==> src/verilog/embs_consts.vh <==
// Constants for the external memory bus strobe generator
// Functional notes
// - Latch strobe at osc/6, osc/3 double
// - Latch strobe marks low address capture
// - Skip one latch pulse per data access
// - Aux bit 0 silences latch internally
// - Program read strobe twice per cycle
// - Data access drops two program reads
// - No program read on internal fetch
// - Access pin low forces external fetch
// - Pin high: external above internal top
// - Security level 1 latches pin at reset
// - Speed bit selects 12 or 6 clocks
// - Reset gives standard speed mode
// - Double speed halves peripheral reference
`ifndef EMBS_CONSTS_VH
`define EMBS_CONSTS_VH
`define EMBS_PHASE_W 4
`define EMBS_NORM_LAST 4'h000b
`define EMBS_FAST_LAST 4'h0005
`define EMBS_NORM_HALF 4'h0006
`define EMBS_FAST_HALF 4'h0003
`define EMBS_NORM_ALE_END 4'h0002
`define EMBS_FAST_ALE_END 4'h0001
`define EMBS_NORM_RD_BEG 4'h0003
`define EMBS_NORM_RD_END 4'h0005
`define EMBS_FAST_RD_BEG 4'h0001
`define EMBS_FAST_RD_END 4'h0002
`define EMBS_AUX_ALE_OFF 0
`define EMBS_CK_FAST 0
`define EMBS_TOP_16K 16'h3fff
`define EMBS_TOP_32K 16'h7fff
`define EMBS_PER_W 4
`define EMBS_PER_NORM_LAST 4'h000b
`define EMBS_PER_FAST_LAST 4'h0005
`endif

==> src/verilog/embs_phase.v <==
// Machine-cycle phase sequencer
`timescale 1ns/1ps
`default_nettype none
`include "embs_consts.vh"
module embs_phase (
  // Clock and reset
  input wire clk,
  input wire reset_n,
  // Mode
  input wire double_speed,
  // Phase state
  output reg [`EMBS_PHASE_W-1:0] phase,
  output reg cycle_end
);
  wire [`EMBS_PHASE_W-1:0] last;
  // Length follows the selected mode; a change takes effect at the cycle boundary
  assign last = double_speed ? `EMBS_FAST_LAST : `EMBS_NORM_LAST;
  always @(posedge clk) begin
    if (!reset_n) begin
      phase <= {`EMBS_PHASE_W{1'b0}};
      cycle_end <= 1'b0;
    end else begin
      if (phase >= last) begin
        phase <= {`EMBS_PHASE_W{1'b0}};
      end else begin
        phase <= phase + 1'b1;
      end
      cycle_end <= (phase == last - 1'b1);
    end
  end
endmodule // embs_phase
`default_nettype wire

==> src/verilog/embs_strobes.v <==
// External memory bus strobe generator top
`timescale 1ns/1ps
`default_nettype none
`include "embs_consts.vh"
module embs_strobes (
  // Clock and reset
  input wire clk,
  input wire reset_n,
  // Control register bits
  input wire [7:0] aux_control_reg,
  input wire [7:0] clock_control_reg,
  input wire security_level1,
  input wire variant_32k,
  // Core status
  input wire [15:0] program_counter,
  input wire data_access_req,
  // Pins
  input wire external_access_select,
  // Bus strobes
  output reg address_latch_strobe,
  output reg program_read_strobe_n,
  // Status
  output reg fetch_external,
  output reg double_speed,
  output reg machine_cycle_pulse,
  output reg periph_tick
);
  // ------------------------------------------------------------
  // Pin synchroniser
  // ------------------------------------------------------------
  // Two stages without reset, so the pin has settled before reset lifts
  reg pin_meta;
  reg pin_sync;
  always @(posedge clk) begin
    pin_meta <= external_access_select;
    pin_sync <= pin_meta;
  end

  // ------------------------------------------------------------
  // Strap capture
  // ------------------------------------------------------------
  // Taken once from the synchronised pin at the first edge after release;
  // the pin must be steady for two clocks before that edge
  localparam STRAP_WAIT = 1'b0;
  localparam STRAP_HELD = 1'b1;
  reg strap_state;
  reg next_strap_state;
  reg pin_strap;
  reg next_pin_strap;
  always @* begin
    next_strap_state = strap_state;
    next_pin_strap = pin_strap;
    case (strap_state)
      STRAP_WAIT: begin
        next_strap_state = STRAP_HELD;
        next_pin_strap = pin_sync;
      end
      STRAP_HELD: begin
        next_pin_strap = pin_strap;
      end
      default: begin
        next_strap_state = STRAP_WAIT;
      end
    endcase
  end
  always @(posedge clk) begin
    if (!reset_n) begin
      strap_state <= STRAP_WAIT;
      pin_strap <= 1'b0;
    end else begin
      strap_state <= next_strap_state;
      pin_strap <= next_pin_strap;
    end
  end
  wire pin_level;
  // Live pin costs two cycles of latency; the strap copy is frozen
  assign pin_level = security_level1 ? pin_strap : pin_sync;

  // ------------------------------------------------------------
  // Speed mode
  // ------------------------------------------------------------
  wire [`EMBS_PHASE_W-1:0] phase;
  wire cycle_end;
  // A new speed is taken only at a machine-cycle boundary, so no cycle
  // mixes both lengths and both strobes move over together
  localparam MODE_NORM = 1'b0;
  localparam MODE_FAST = 1'b1;
  reg mode;
  reg next_mode;
  wire speed_req;
  assign speed_req = clock_control_reg[`EMBS_CK_FAST];
  always @* begin
    next_mode = mode;
    case (mode)
      MODE_NORM: begin
        if (speed_req && cycle_end) begin
          next_mode = MODE_FAST;
        end
      end
      MODE_FAST: begin
        if (!speed_req && cycle_end) begin
          next_mode = MODE_NORM;
        end
      end
      default: begin
        next_mode = MODE_NORM;
      end
    endcase
  end
  always @(posedge clk) begin
    if (!reset_n) begin
      mode <= MODE_NORM;
    end else begin
      mode <= next_mode;
    end
  end
  always @(posedge clk) begin
    if (!reset_n) begin
      double_speed <= 1'b0;
    end else begin
      double_speed <= (next_mode == MODE_FAST);
    end
  end

  // ------------------------------------------------------------
  // Sequencer
  // ------------------------------------------------------------
  embs_phase u_phase (
    .clk(clk),
    .reset_n(reset_n),
    .double_speed(double_speed),
    .phase(phase),
    .cycle_end(cycle_end)
  );

  // ------------------------------------------------------------
  // Fetch source
  // ------------------------------------------------------------
  // True when the fetch address lies past the on-chip code space
  function beyond_top;
    input [15:0] pc;
    input big;
    begin
      if (big) begin
        beyond_top = (pc > `EMBS_TOP_32K);
      end else begin
        beyond_top = (pc > `EMBS_TOP_16K);
      end
    end
  endfunction

  reg next_fetch_external;
  always @* begin
    next_fetch_external = 1'b1;
    case (pin_level)
      1'b0: begin
        next_fetch_external = 1'b1;
      end
      1'b1: begin
        next_fetch_external = beyond_top(program_counter, variant_32k);
      end
      default: begin
        next_fetch_external = 1'b1;
      end
    endcase
  end
  always @(posedge clk) begin
    if (!reset_n) begin
      fetch_external <= 1'b0;
    end else begin
      fetch_external <= next_fetch_external;
    end
  end

  // ------------------------------------------------------------
  // Data access skip
  // ------------------------------------------------------------
  // A request seen during a cycle makes the next machine cycle a data cycle,
  // which drops the first of its two latch pulses and both read pulses
  reg data_pending;
  reg data_cycle;
  reg next_data_pending;
  reg next_data_cycle;
  always @* begin
    next_data_pending = data_pending;
    next_data_cycle = data_cycle;
    if (cycle_end) begin
      next_data_cycle = data_pending || data_access_req;
      next_data_pending = 1'b0;
    end else if (data_access_req) begin
      next_data_pending = 1'b1;
    end
  end
  always @(posedge clk) begin
    if (!reset_n) begin
      data_pending <= 1'b0;
      data_cycle <= 1'b0;
    end else begin
      data_pending <= next_data_pending;
      data_cycle <= next_data_cycle;
    end
  end

  // ------------------------------------------------------------
  // Strobe decode
  // ------------------------------------------------------------
  function in_range;
    input [`EMBS_PHASE_W-1:0] p;
    input [`EMBS_PHASE_W-1:0] lo;
    input [`EMBS_PHASE_W-1:0] hi;
    begin
      in_range = (p >= lo) && (p < hi);
    end
  endfunction

  // Picks the constant of the active speed mode
  function [`EMBS_PHASE_W-1:0] pick;
    input fast;
    input [`EMBS_PHASE_W-1:0] norm_val;
    input [`EMBS_PHASE_W-1:0] fast_val;
    begin
      pick = fast ? fast_val : norm_val;
    end
  endfunction

  wire [`EMBS_PHASE_W-1:0] half;
  wire [`EMBS_PHASE_W-1:0] half_phase;
  wire [`EMBS_PHASE_W-1:0] ale_end;
  wire [`EMBS_PHASE_W-1:0] rd_beg;
  wire [`EMBS_PHASE_W-1:0] rd_end;
  assign half = pick(double_speed, `EMBS_NORM_HALF, `EMBS_FAST_HALF);
  assign half_phase = (phase >= half) ? (phase - half) : phase;
  assign ale_end = pick(double_speed, `EMBS_NORM_ALE_END, `EMBS_FAST_ALE_END);
  assign rd_beg = pick(double_speed, `EMBS_NORM_RD_BEG, `EMBS_FAST_RD_BEG);
  assign rd_end = pick(double_speed, `EMBS_NORM_RD_END, `EMBS_FAST_RD_END);

  wire ale_slot;
  wire rd_slot;
  wire ale_skip;
  wire ale_off;
  // Two latch slots per cycle give osc/6 standard, osc/3 double
  assign ale_slot = in_range(half_phase, {`EMBS_PHASE_W{1'b0}}, ale_end);
  assign rd_slot = in_range(half_phase, rd_beg, rd_end);
  // Only the first latch pulse of a data cycle is dropped
  assign ale_skip = data_cycle && (phase < half);
  assign ale_off = aux_control_reg[`EMBS_AUX_ALE_OFF] && !fetch_external;

  reg next_address_latch_strobe;
  reg next_program_read_strobe_n;
  always @* begin
    next_address_latch_strobe = 1'b0;
    next_program_read_strobe_n = 1'b1;
    if (ale_slot && !ale_skip && !ale_off) begin
      next_address_latch_strobe = 1'b1;
    end
    if (rd_slot && fetch_external && !data_cycle) begin
      next_program_read_strobe_n = 1'b0;
    end
  end

  // ------------------------------------------------------------
  // Output registers
  // ------------------------------------------------------------
  always @(posedge clk) begin
    if (!reset_n) begin
      address_latch_strobe <= 1'b0;
      program_read_strobe_n <= 1'b1;
    end else begin
      address_latch_strobe <= next_address_latch_strobe;
      program_read_strobe_n <= next_program_read_strobe_n;
    end
  end
  // Cycle marker comes one clock before the first latch slot of each cycle
  always @(posedge clk) begin
    if (!reset_n) begin
      machine_cycle_pulse <= 1'b0;
    end else begin
      machine_cycle_pulse <= cycle_end;
    end
  end

  // ------------------------------------------------------------
  // Peripheral time reference
  // ------------------------------------------------------------
  reg [`EMBS_PER_W-1:0] per_count;
  reg [`EMBS_PER_W-1:0] next_per_count;
  reg next_periph_tick;
  wire [`EMBS_PER_W-1:0] per_last;
  // Free running from the same reset and limits as the phase counter, so it stays in step with the bus strobes
  assign per_last = pick(double_speed, `EMBS_PER_NORM_LAST, `EMBS_PER_FAST_LAST);
  always @* begin
    next_per_count = per_count + 1'b1;
    next_periph_tick = 1'b0;
    if (per_count >= per_last) begin
      next_per_count = {`EMBS_PER_W{1'b0}};
      next_periph_tick = 1'b1;
    end
  end
  always @(posedge clk) begin
    if (!reset_n) begin
      per_count <= {`EMBS_PER_W{1'b0}};
      periph_tick <= 1'b0;
    end else begin
      per_count <= next_per_count;
      periph_tick <= next_periph_tick;
    end
  end
endmodule // embs_strobes
`default_nettype wire

==> config.mk <==
export PLATFORM = sky130hd
export DESIGN_NAME = embs_strobes
export DESIGN_NICKNAME = d
export VERILOG_FILES = /design/src/verilog/embs_phase.v /design/src/verilog/embs_strobes.v
export VERILOG_INCLUDE_DIRS = /design/src /design/src/verilog
export SDC_FILE = /design/constraint.sdc
export NUM_CORES = 1
export LEC_CHECK = 0
export ABC_CLOCK_PERIOD_IN_PS = 4800
export BUFFER_PORTS_ARGS = -buffer_cell sky130_fd_sc_hd__buf_2
export CAP_MARGIN = 20
export CORE_MARGIN = 5
export CORE_UTILIZATION = 50
export CTS_CLUSTER_DIAMETER = 30
export DETAILED_ROUTE_END_ITERATION = 8
export PLACE_DENSITY = 0.83
export RECOVER_POWER = 50
export SYNTH_ARGS = -nofsm -noshare
export SYNTH_HDL_FRONTEND = slang
export SYNTH_SLANG_ARGS = --single-unit
==> constraint.sdc <==
create_clock -name clk -period 4.8 [get_ports clk]
set_input_delay 0.24 -clock clk [delete_from_list [all_inputs] [get_ports clk]]
set_output_delay 0.24 -clock clk [all_outputs]
set_load 0.02 [all_outputs]
* After elaboration in Yosys (flattened, before gate mapping) *
Index checks and enable logic that the tools add are counted.

operators by class
  add/subtract/negate cells = 4
  $mul = 0
  div/mod/pow operators = 0
  order comparisons = 10
  eq/ne operators = 1
  shift operators = 0
  muxes and demuxes = 17
  bitwise operators = 3
  reductions and logical operators = 19

operator list
  kind                                                                count
  > comparator 16 x 14 -> 1 bit (second input constant)               1
  > comparator 16 x 15 -> 1 bit (second input constant)               1
  logical AND 1 bit                                                   10
  2-to-1 mux 1 bit                                                    9
  adder 4 x 1 -> 4 bit (second input constant)                        2
  greater-or-equal comparator 4 bit                                   2
  less-than comparator 4 x 3 -> 1 bit                                 2
  2-to-1 mux 4 bit                                                    2
  2-to-1 mux 3 bit                                                    2
  OR reduction 2 bit                                                  3
  logical NOT 1 bit                                                   5
  equality test 4 bit                                                 1
  greater-or-equal comparator 4 x 1 -> 1 bit (second input constant)  1
  greater-or-equal comparator 4 x 2 -> 1 bit                          1
  greater-or-equal comparator 4 x 3 -> 1 bit                          1
  less-than comparator 4 x 2 -> 1 bit                                 1
  2-to-1 mux 2 bit                                                    2
  case mux 1 bit (2 select lines)                                     2
  subtractor 4 x 1 -> 4 bit (second input constant)                   1
  subtractor 4 x 3 -> 4 bit                                           1
  NOT 1 bit                                                           3
  logical OR 1 bit                                                    1

word-level totals
  bits in registers = 21
  latch bits = 0
  bits in writable memories = 0
  bits in read-only memories = 0
  output and inout port bits = 6
  memories kept = 0

* Depth between registers and ports, before layout *
Gate-level depths: netlist of run 1.

  depth after elaboration = 8
  gate-level depth with buffers = 13
  gate-level depth less buffers = 13

* Hierarchy *
Synthesis of run 1 repeated with hierarchy kept, for this count alone.

second synthesis, totals
  cell total of the unflattened synthesis = 114
  area, all modules = 1079.8 um^2

by module, submodules not included
  module        times used  cells an instance  area each (um^2)  seq. area each (um^2)
  embs_strobes  1           89                 840.8             320.3
  embs_phase    1           25                 239.0             100.1

* Worst setup path after synthesis of run 1 *
Ideal clock, no wire load.

  path kind = register to register
  from = reg with a tool-made name
  to = reg address_latch_strobe
  data arrival time = 2.688 ns
  required time = 4.739 ns
  setup slack = 2.051 ns
  cell stages (with the launch flop) = 12
  buffers on the path = 0
  period minus slack after synthesis = 2.749 ns
  cell sequence = dfxtp_1 -> inv_1 -> ha_1 -> or2b_1 -> nor2_1 -> nor2_1 -> o22a_1 -> ha_1 -> a21oi_1 -> nand4_1 -> a221oi_2 -> and4_1

RTL lines
  what                  RTL line            RTL
  end signal, assigned  embs_strobes.v:269  address_latch_strobe <= next_address_latch_strobe;
  end, declared         embs_strobes.v:20   output reg address_latch_strobe,

==> results.ini, run 1 <==
[placed_design]
dp_hpwl_mm=1.561
place_ws_ns=1.781
io_buffers=15
place_congestion=0.7693

[timing]
setup_viol=0
fin_crit_sh=0.6495
max-slew-margin-rel=0.6453
final_max_slew_viol_count=0
max_freq_mhz=320.7
rsz0062_at_grt=false
final_hold_viol_count=0
fin_ws_ns=1.682
min_period_ns=3.118
tightest_slew_ns=0.5320
clock-skew-final_ns=0.004813
fin_tns_setup_ns=0

[drt]
firstDrtPassIters=4
drtIter0Drc=17
routed_wl_mm=2.067
wl_per_cell_um=13.69
ant_nets=0
vias=829
drt_drc_violations_left=0
via_per_inst=5.490

[synthesis]
synth_cell_types=37
synthAdderAreaFrac=0.1750
synth_xor_xnor_area_share=0.03267
synth-seq-cells=21
synth.area.top_cells=dfxtp_1 39%, ha_1 18%, nor2b_1 3.5%
synth_top_family_by_area=simple AND/OR/NAND/NOR gates
syn_area_sq_mm=0.001072
synth.yosys.warnings=0
synth_compound_area_frac=0.1330
syn_inst=106
synth_simple_gate_area_frac=0.2147
synth_top_area_cell=dfxtp_1
avgSynthCellArea_sq_um=10.12
synth.area.mux_share=0.02800
synth_nets=159
synth_top_area_share=0.3921
seq_area_frac_synth=0.3921

[floorplanning]
coreArea_sq_mm=0.002002
die_w_um=56.31
die_h_um=56.31
dieArea_sq_mm=0.003171
ios=44
initial_utilization=0.5356
rows=16

[pwr]
power_uw=321.1
p_comb_frac=0.145
pwr-share-clk=0.262
leakagePower_nw=0.5803
seqPwrFrac=0.594
swShare=0.2586
ir_worst_vdd_uv=262.4
p_switching_uw=83.04
p_per_area_mw_per_mm2=267.9
power.internal_uw=238.0

[global_route]
antenna_found_initial=0
grt_pass1_vias=784
track_usage=0.1289
grt_max_degree=16
grt_remaining_overflow=0
grt_pass1_wl_mm=3.284

[clocking]
clkTransAtPathRegs_ns=0.12
cts_sinks=21
ctsHoldBuffers=0
cts_tree=done
cts_buffer_depth=2
htreeDepth=1
cts_root_buf=clkbuf_4
clk_latency_ns=0.30
numCtsBuffers=3
cts_resized=0
postCtsSetupBuffers=0

[critical_path]
critical_path_buf_inv_count=1
end_kind=register
critPathSlowestCell=dfxtp_1
crit_path_max_incr_delay_ns=0.62
crit_path_start_kind=register
cp.arrival_ns=3.37
crit_required_ns=5.05
worstPathMaxFanout=11
critPathKind=register to register
crit_path_cell_trace=inv_1, ha_1, or2b_1, nor2_1, nor2_1, o22a_1, ha_1, a21oi_1, nand4_1, a221oi_2, and4_1
crit_family=simple AND/OR/NAND/NOR gates

[final_layout]
reg_top3=per_count (4), u_phase.phase (4)
n_antenna_cell=0
nets=178
final_cell_mix=21 x dfxtp_1, 15 x ha_1, 10 x buf_2
layout_commonest_cell=dfxtp_1
synthToLayoutAreaGrowth_pct=11.79
drive_above_1_share=0.1613
fill_cells=177

[run_status]
status=finished, final reports clean

[min_path]
hold_path.class=primary input to register

[run]
cap_violations=0

==> logic make-up (layout without fill, tap and decap cells) <==
| logic type | Yosys count | after routing |
|---|---|---|
| and+or+nand+nor | 38 | 38 |
| DFF | 21 | 21 |
| adders and majority gates | 15 | 15 |
| muxes | 3 | 3 |
| AOI/OAI and AO/OA | 18 | 18 |
| xor gates and xnor gates | 4 | 4 |
| buffers and inverters | 7 | 25 |
==> cells in the mapped netlist, drive strengths merged <==
cell / n
dfxtp: 21
ha: 15
nor2: 9
inv: 6
nor2b: 6
a21oi: 4
a21o: 3
and3: 3
mux2i: 3
nand2: 3
nand3: 3
and2: 2
nand2b: 2
nand4: 2
o21ai: 2
o31a: 2
xnor2: 2
xor2: 2
a2111o: 1
a221oi: 1
a22oi: 1
and3b: 1
and4: 1
clkbuf: 1
nand4b: 1
nor3: 1
nor3b: 1
nor4b: 1
o2111a: 1
o211a: 1
o21a: 1
o22a: 1
or2b: 1
or3b: 1
==> area by class of cell <==
type | count | area [sq um] | area share
clock inverter | 1 | 5.005 | 0.004175
sequential | 21 | 420.4 | 0.3507
clock buffer | 3 | 22.52 | 0.01879
multi-input combinational | 78 | 625.6 | 0.5219
tap | 27 | 33.78 | 0.02818
inverter | 6 | 22.52 | 0.01879
timing repair buffer | 15 | 68.82 | 0.05741
==> routing by layer <==
layer | GRT usage | wire length, um | share of wire
met5 | 0 | 0 | 0
met4 | 0.03390 | 8 | 0.0039
met3 | 0.04817 | 83 | 0.040
met2 | 0.2371 | 1089 | 0.53
met1 | 0.1369 | 886 | 0.43
==> final timing paths <==
check,startpoint,endpoint,slack [ns],cells after the start
setup / recovery,register,address_latch_strobe,1.68,11
hold / removal,external_access_select,pin_meta,0.03,1
setup reg to reg,register,address_latch_strobe,1.68,11
hold reg to reg,pin_meta,pin_sync,0.34,0
==> metrics by stage <==
stage               hold WS (ns)  utilization  area (sq um)  std cells
global route             0.01539       0.5988          1199        151
detailed placement        0.3214       0.5881          1177        147
floorplan                 0.2677            -          1072        106
finish                   0.03125       0.5988          1199        151
CTS                      0.02323       0.6019          1205        151
global placement          0.3137       0.5881          1177        147
==> power groups by stage <==
| stage | Combinational (mW) | Sequential (mW) | Clock [mW] |
|---|---|---|---|
| 6_report | 0.0464 | 0.191 | 0.0840 |
| 5_1_grt | 0.0527 | 0.192 | 0.0950 |
| 4_1_cts | 0.0472 | 0.191 | 0.0872 |
| 3_5_place_dp | 0.0468 | 0.195 | 0 |
| 3_3_place_gp | 0.0445 | 0.194 | 0 |
| 2_1_floorplan | 0.0319 | 0.195 | 0 |
(Power assumes the default switching activity.)
==> run 2: changes to the inputs <==
Settings changed: ABC_CLOCK_PERIOD_IN_PS 4800 to 2900, CORE_UTILIZATION 50 to 47, PLACE_DENSITY 0.83 to 0.78.
Clock period 4.8 ns to 2.9 ns, I/O delays scaled along.
==> run 2 against run 1 <==
Net effect: global-route usage increased by 0.063 points; cell count up 2.0%; final area increased by 1.6%; critical endpoint unchanged; largest power group unchanged.
==> results.ini, run 2 (same netlist as run 1, synthesis figures left out) <==
[floorplanning]
coreArea_sq_mm=0.002191  ; +9.4%
ios=44  ; unchanged
dieArea_sq_mm=0.003337  ; +5.2%
die_h_um=57.77  ; +2.6%
initial_utilization=0.4894  ; -0.04619
die_w_um=57.77  ; +2.6%
rows=17  ; +1

[min_path]
hold_path.class=primary input to register
min-delay-start=program_counter[15]

[critical_path]
worstPathMaxFanout=6  ; -5
crit_path_start_kind=register
end_kind=register
crit_required_ns=3.15  ; -1.90 ns
cp.arrival_ns=2.95  ; -0.42 ns
critPathKind=register to register

[final_layout]
fill_cells=195  ; +10%
n_antenna_cell=0  ; unchanged
reg_top3=per_count (4), u_phase.phase (4)
drive_above_1_share=0.1667  ; +0.005376
final_cell_mix=20 x dfxtp_1, 15 x ha_1, 10 x buf_2
fin_util=0.5557  ; -0.04307
nets=180  ; +1.1%
synthToLayoutAreaGrowth_pct=13.54
layout_commonest_cell=dfxtp_1
seqCellArea_sq_um=421.7  ; +0.30%
multi_input_area_sq_um=625.6  ; unchanged

[drt]
wl_per_cell_um=12.79  ; -6.6%
firstDrtPassIters=4  ; unchanged
vias=822  ; -0.84%
highest_layer=met4
drtIter0Drc=11  ; -6
met1_length_um=870  ; -1.8%
wl_met2_um=970  ; -11%
ant_nets=0  ; unchanged
wl_met3_um=91  ; +9.6%
drt_drc_violations_left=0  ; unchanged
via_per_inst=5.338  ; -2.8%
routed_wl_mm=1.969  ; -4.7%

[timing]
rsz0062_at_grt=false
clock-skew-final_ns=0.002446  ; -0.002367 ns
tightest_slew_ns=0.5013  ; -0.03075 ns
max-slew-margin-rel=0.6658  ; +0.02050
fin_tns_setup_ns=0  ; unchanged
final_hold_viol_count=0  ; unchanged
min_period_ns=2.704  ; -0.4139 ns
fin_crit_sh=0.9324  ; +0.2828
setup_viol=0  ; unchanged
max_freq_mhz=369.8  ; +15%
final_max_slew_viol_count=0  ; unchanged

[pwr]
seqPwrFrac=0.595  ; about the same
pwr-share-clk=0.257  ; -0.005
leakagePower_nw=0.5867  ; +1.1%
power_uw=530.3  ; +65%
ir_worst_vdd_uv=374.4  ; +43%
p_switching_uw=133.2  ; +60%
swShare=0.2512  ; -0.007433
p_comb_frac=0.148  ; +0.003
power.internal_uw=397.1  ; +67%
p_per_area_mw_per_mm2=435.6  ; +63%

[global_route]
grt_max_degree=16  ; unchanged
grt_pass1_wl_mm=3.381  ; +3.0%
grt_pass1_vias=832  ; +6.1%
track_usage=0.1296  ; +0.0006280
grt_remaining_overflow=0  ; unchanged
antenna_found_initial=0  ; unchanged

[clocking]
numCtsBuffers=3  ; unchanged
clkTransAtPathRegs_ns=0.11  ; about the same
cts_tree=done
clk_latency_ns=0.29  ; about the same
cts_root_buf=clkbuf_4
cts_buffer_depth=2  ; unchanged
htreeDepth=1  ; unchanged
cts_sinks=21  ; unchanged

[placed_design]
place_congestion=0.7954  ; +3.4%
io_buffers=15  ; unchanged
dp_hpwl_mm=1.550  ; -0.68%

[run_status]
status=finished, final reports clean

[run]
cap_violations=0  ; unchanged

run 2: cell count changes in the layout (fill, tap and decap cells not counted), sizes merged:
cell	change
dlygate4sd3	+1
clkbuf	+1
buf	+1
clkinv	-1
run 2: cell type report:
class / instances / share of cell area
multi-input cells: 78 / 0.5139
repair buffers: 17 / 0.07091
flip-flops and latches: 21 / 0.3464
clock buffers: 4 / 0.02158
inverters: 6 / 0.01850
well taps: 28 / 0.02878
run 2: timing repair:
item | in CTS | in global routing
hold buffers | 1 | 0
setup endpoints to repair | 0 | 1
resized for setup | 0 | 1
hold endpoints to repair | 1 | 0
setup buffers | 0 | 0
run 2: final timing paths:
path	slack, ns	to	cells past startpoint
min reg2reg	0.34	pin_sync	0
max reg2reg	0.20	address_latch_strobe	11
min	0.08	fetch_external	2
max	0.20	address_latch_strobe	11
run 2: critical path: stages, from the launching register on:
cell      delay [ns]
dfxtp_2         0.40
inv_1           0.12
ha_1            0.40
or2b_1          0.26
nor2_1          0.14
nor2_1          0.06
o22a_1          0.20
ha_1            0.32
a21oi_1         0.16
nand4_1         0.12
a221oi_2        0.26
and4_1          0.20
run 2: metrics by stage:
step	setup slack, ns	area [sq um]	std cells	hold slack [ns]
floorplan	0.1508	1072	106	0.1727
global placement	0.1951	1186	149	0.2502
detailed placement	0.1464	1186	149	0.2491
CTS	0.1046	1222	154	0.07502
global route	0.07960	1217	154	0.05309
finish	0.1962	1217	154	0.08351
run 2: power groups by stage:
| stage | combinational, mW | sequential, mW | clock [mW] |
|---|---|---|---|
| finish | 0.0785 | 0.315 | 0.136 |
| global route | 0.0882 | 0.318 | 0.160 |
| CTS | 0.0806 | 0.316 | 0.144 |
| detailed placement | 0.0786 | 0.322 | 0 |
| global placement | 0.0742 | 0.321 | 0 |
| floorplan | 0.0528 | 0.323 | 0 |
run 2: per-layer routing:
metal / GRT usage / up-vias
li1: - / 423
met1: 0.1320 / 374
met2: 0.2290 / 19
met3: 0.05122 / 6
met4: 0.06291 / 0
met5: 0 / -
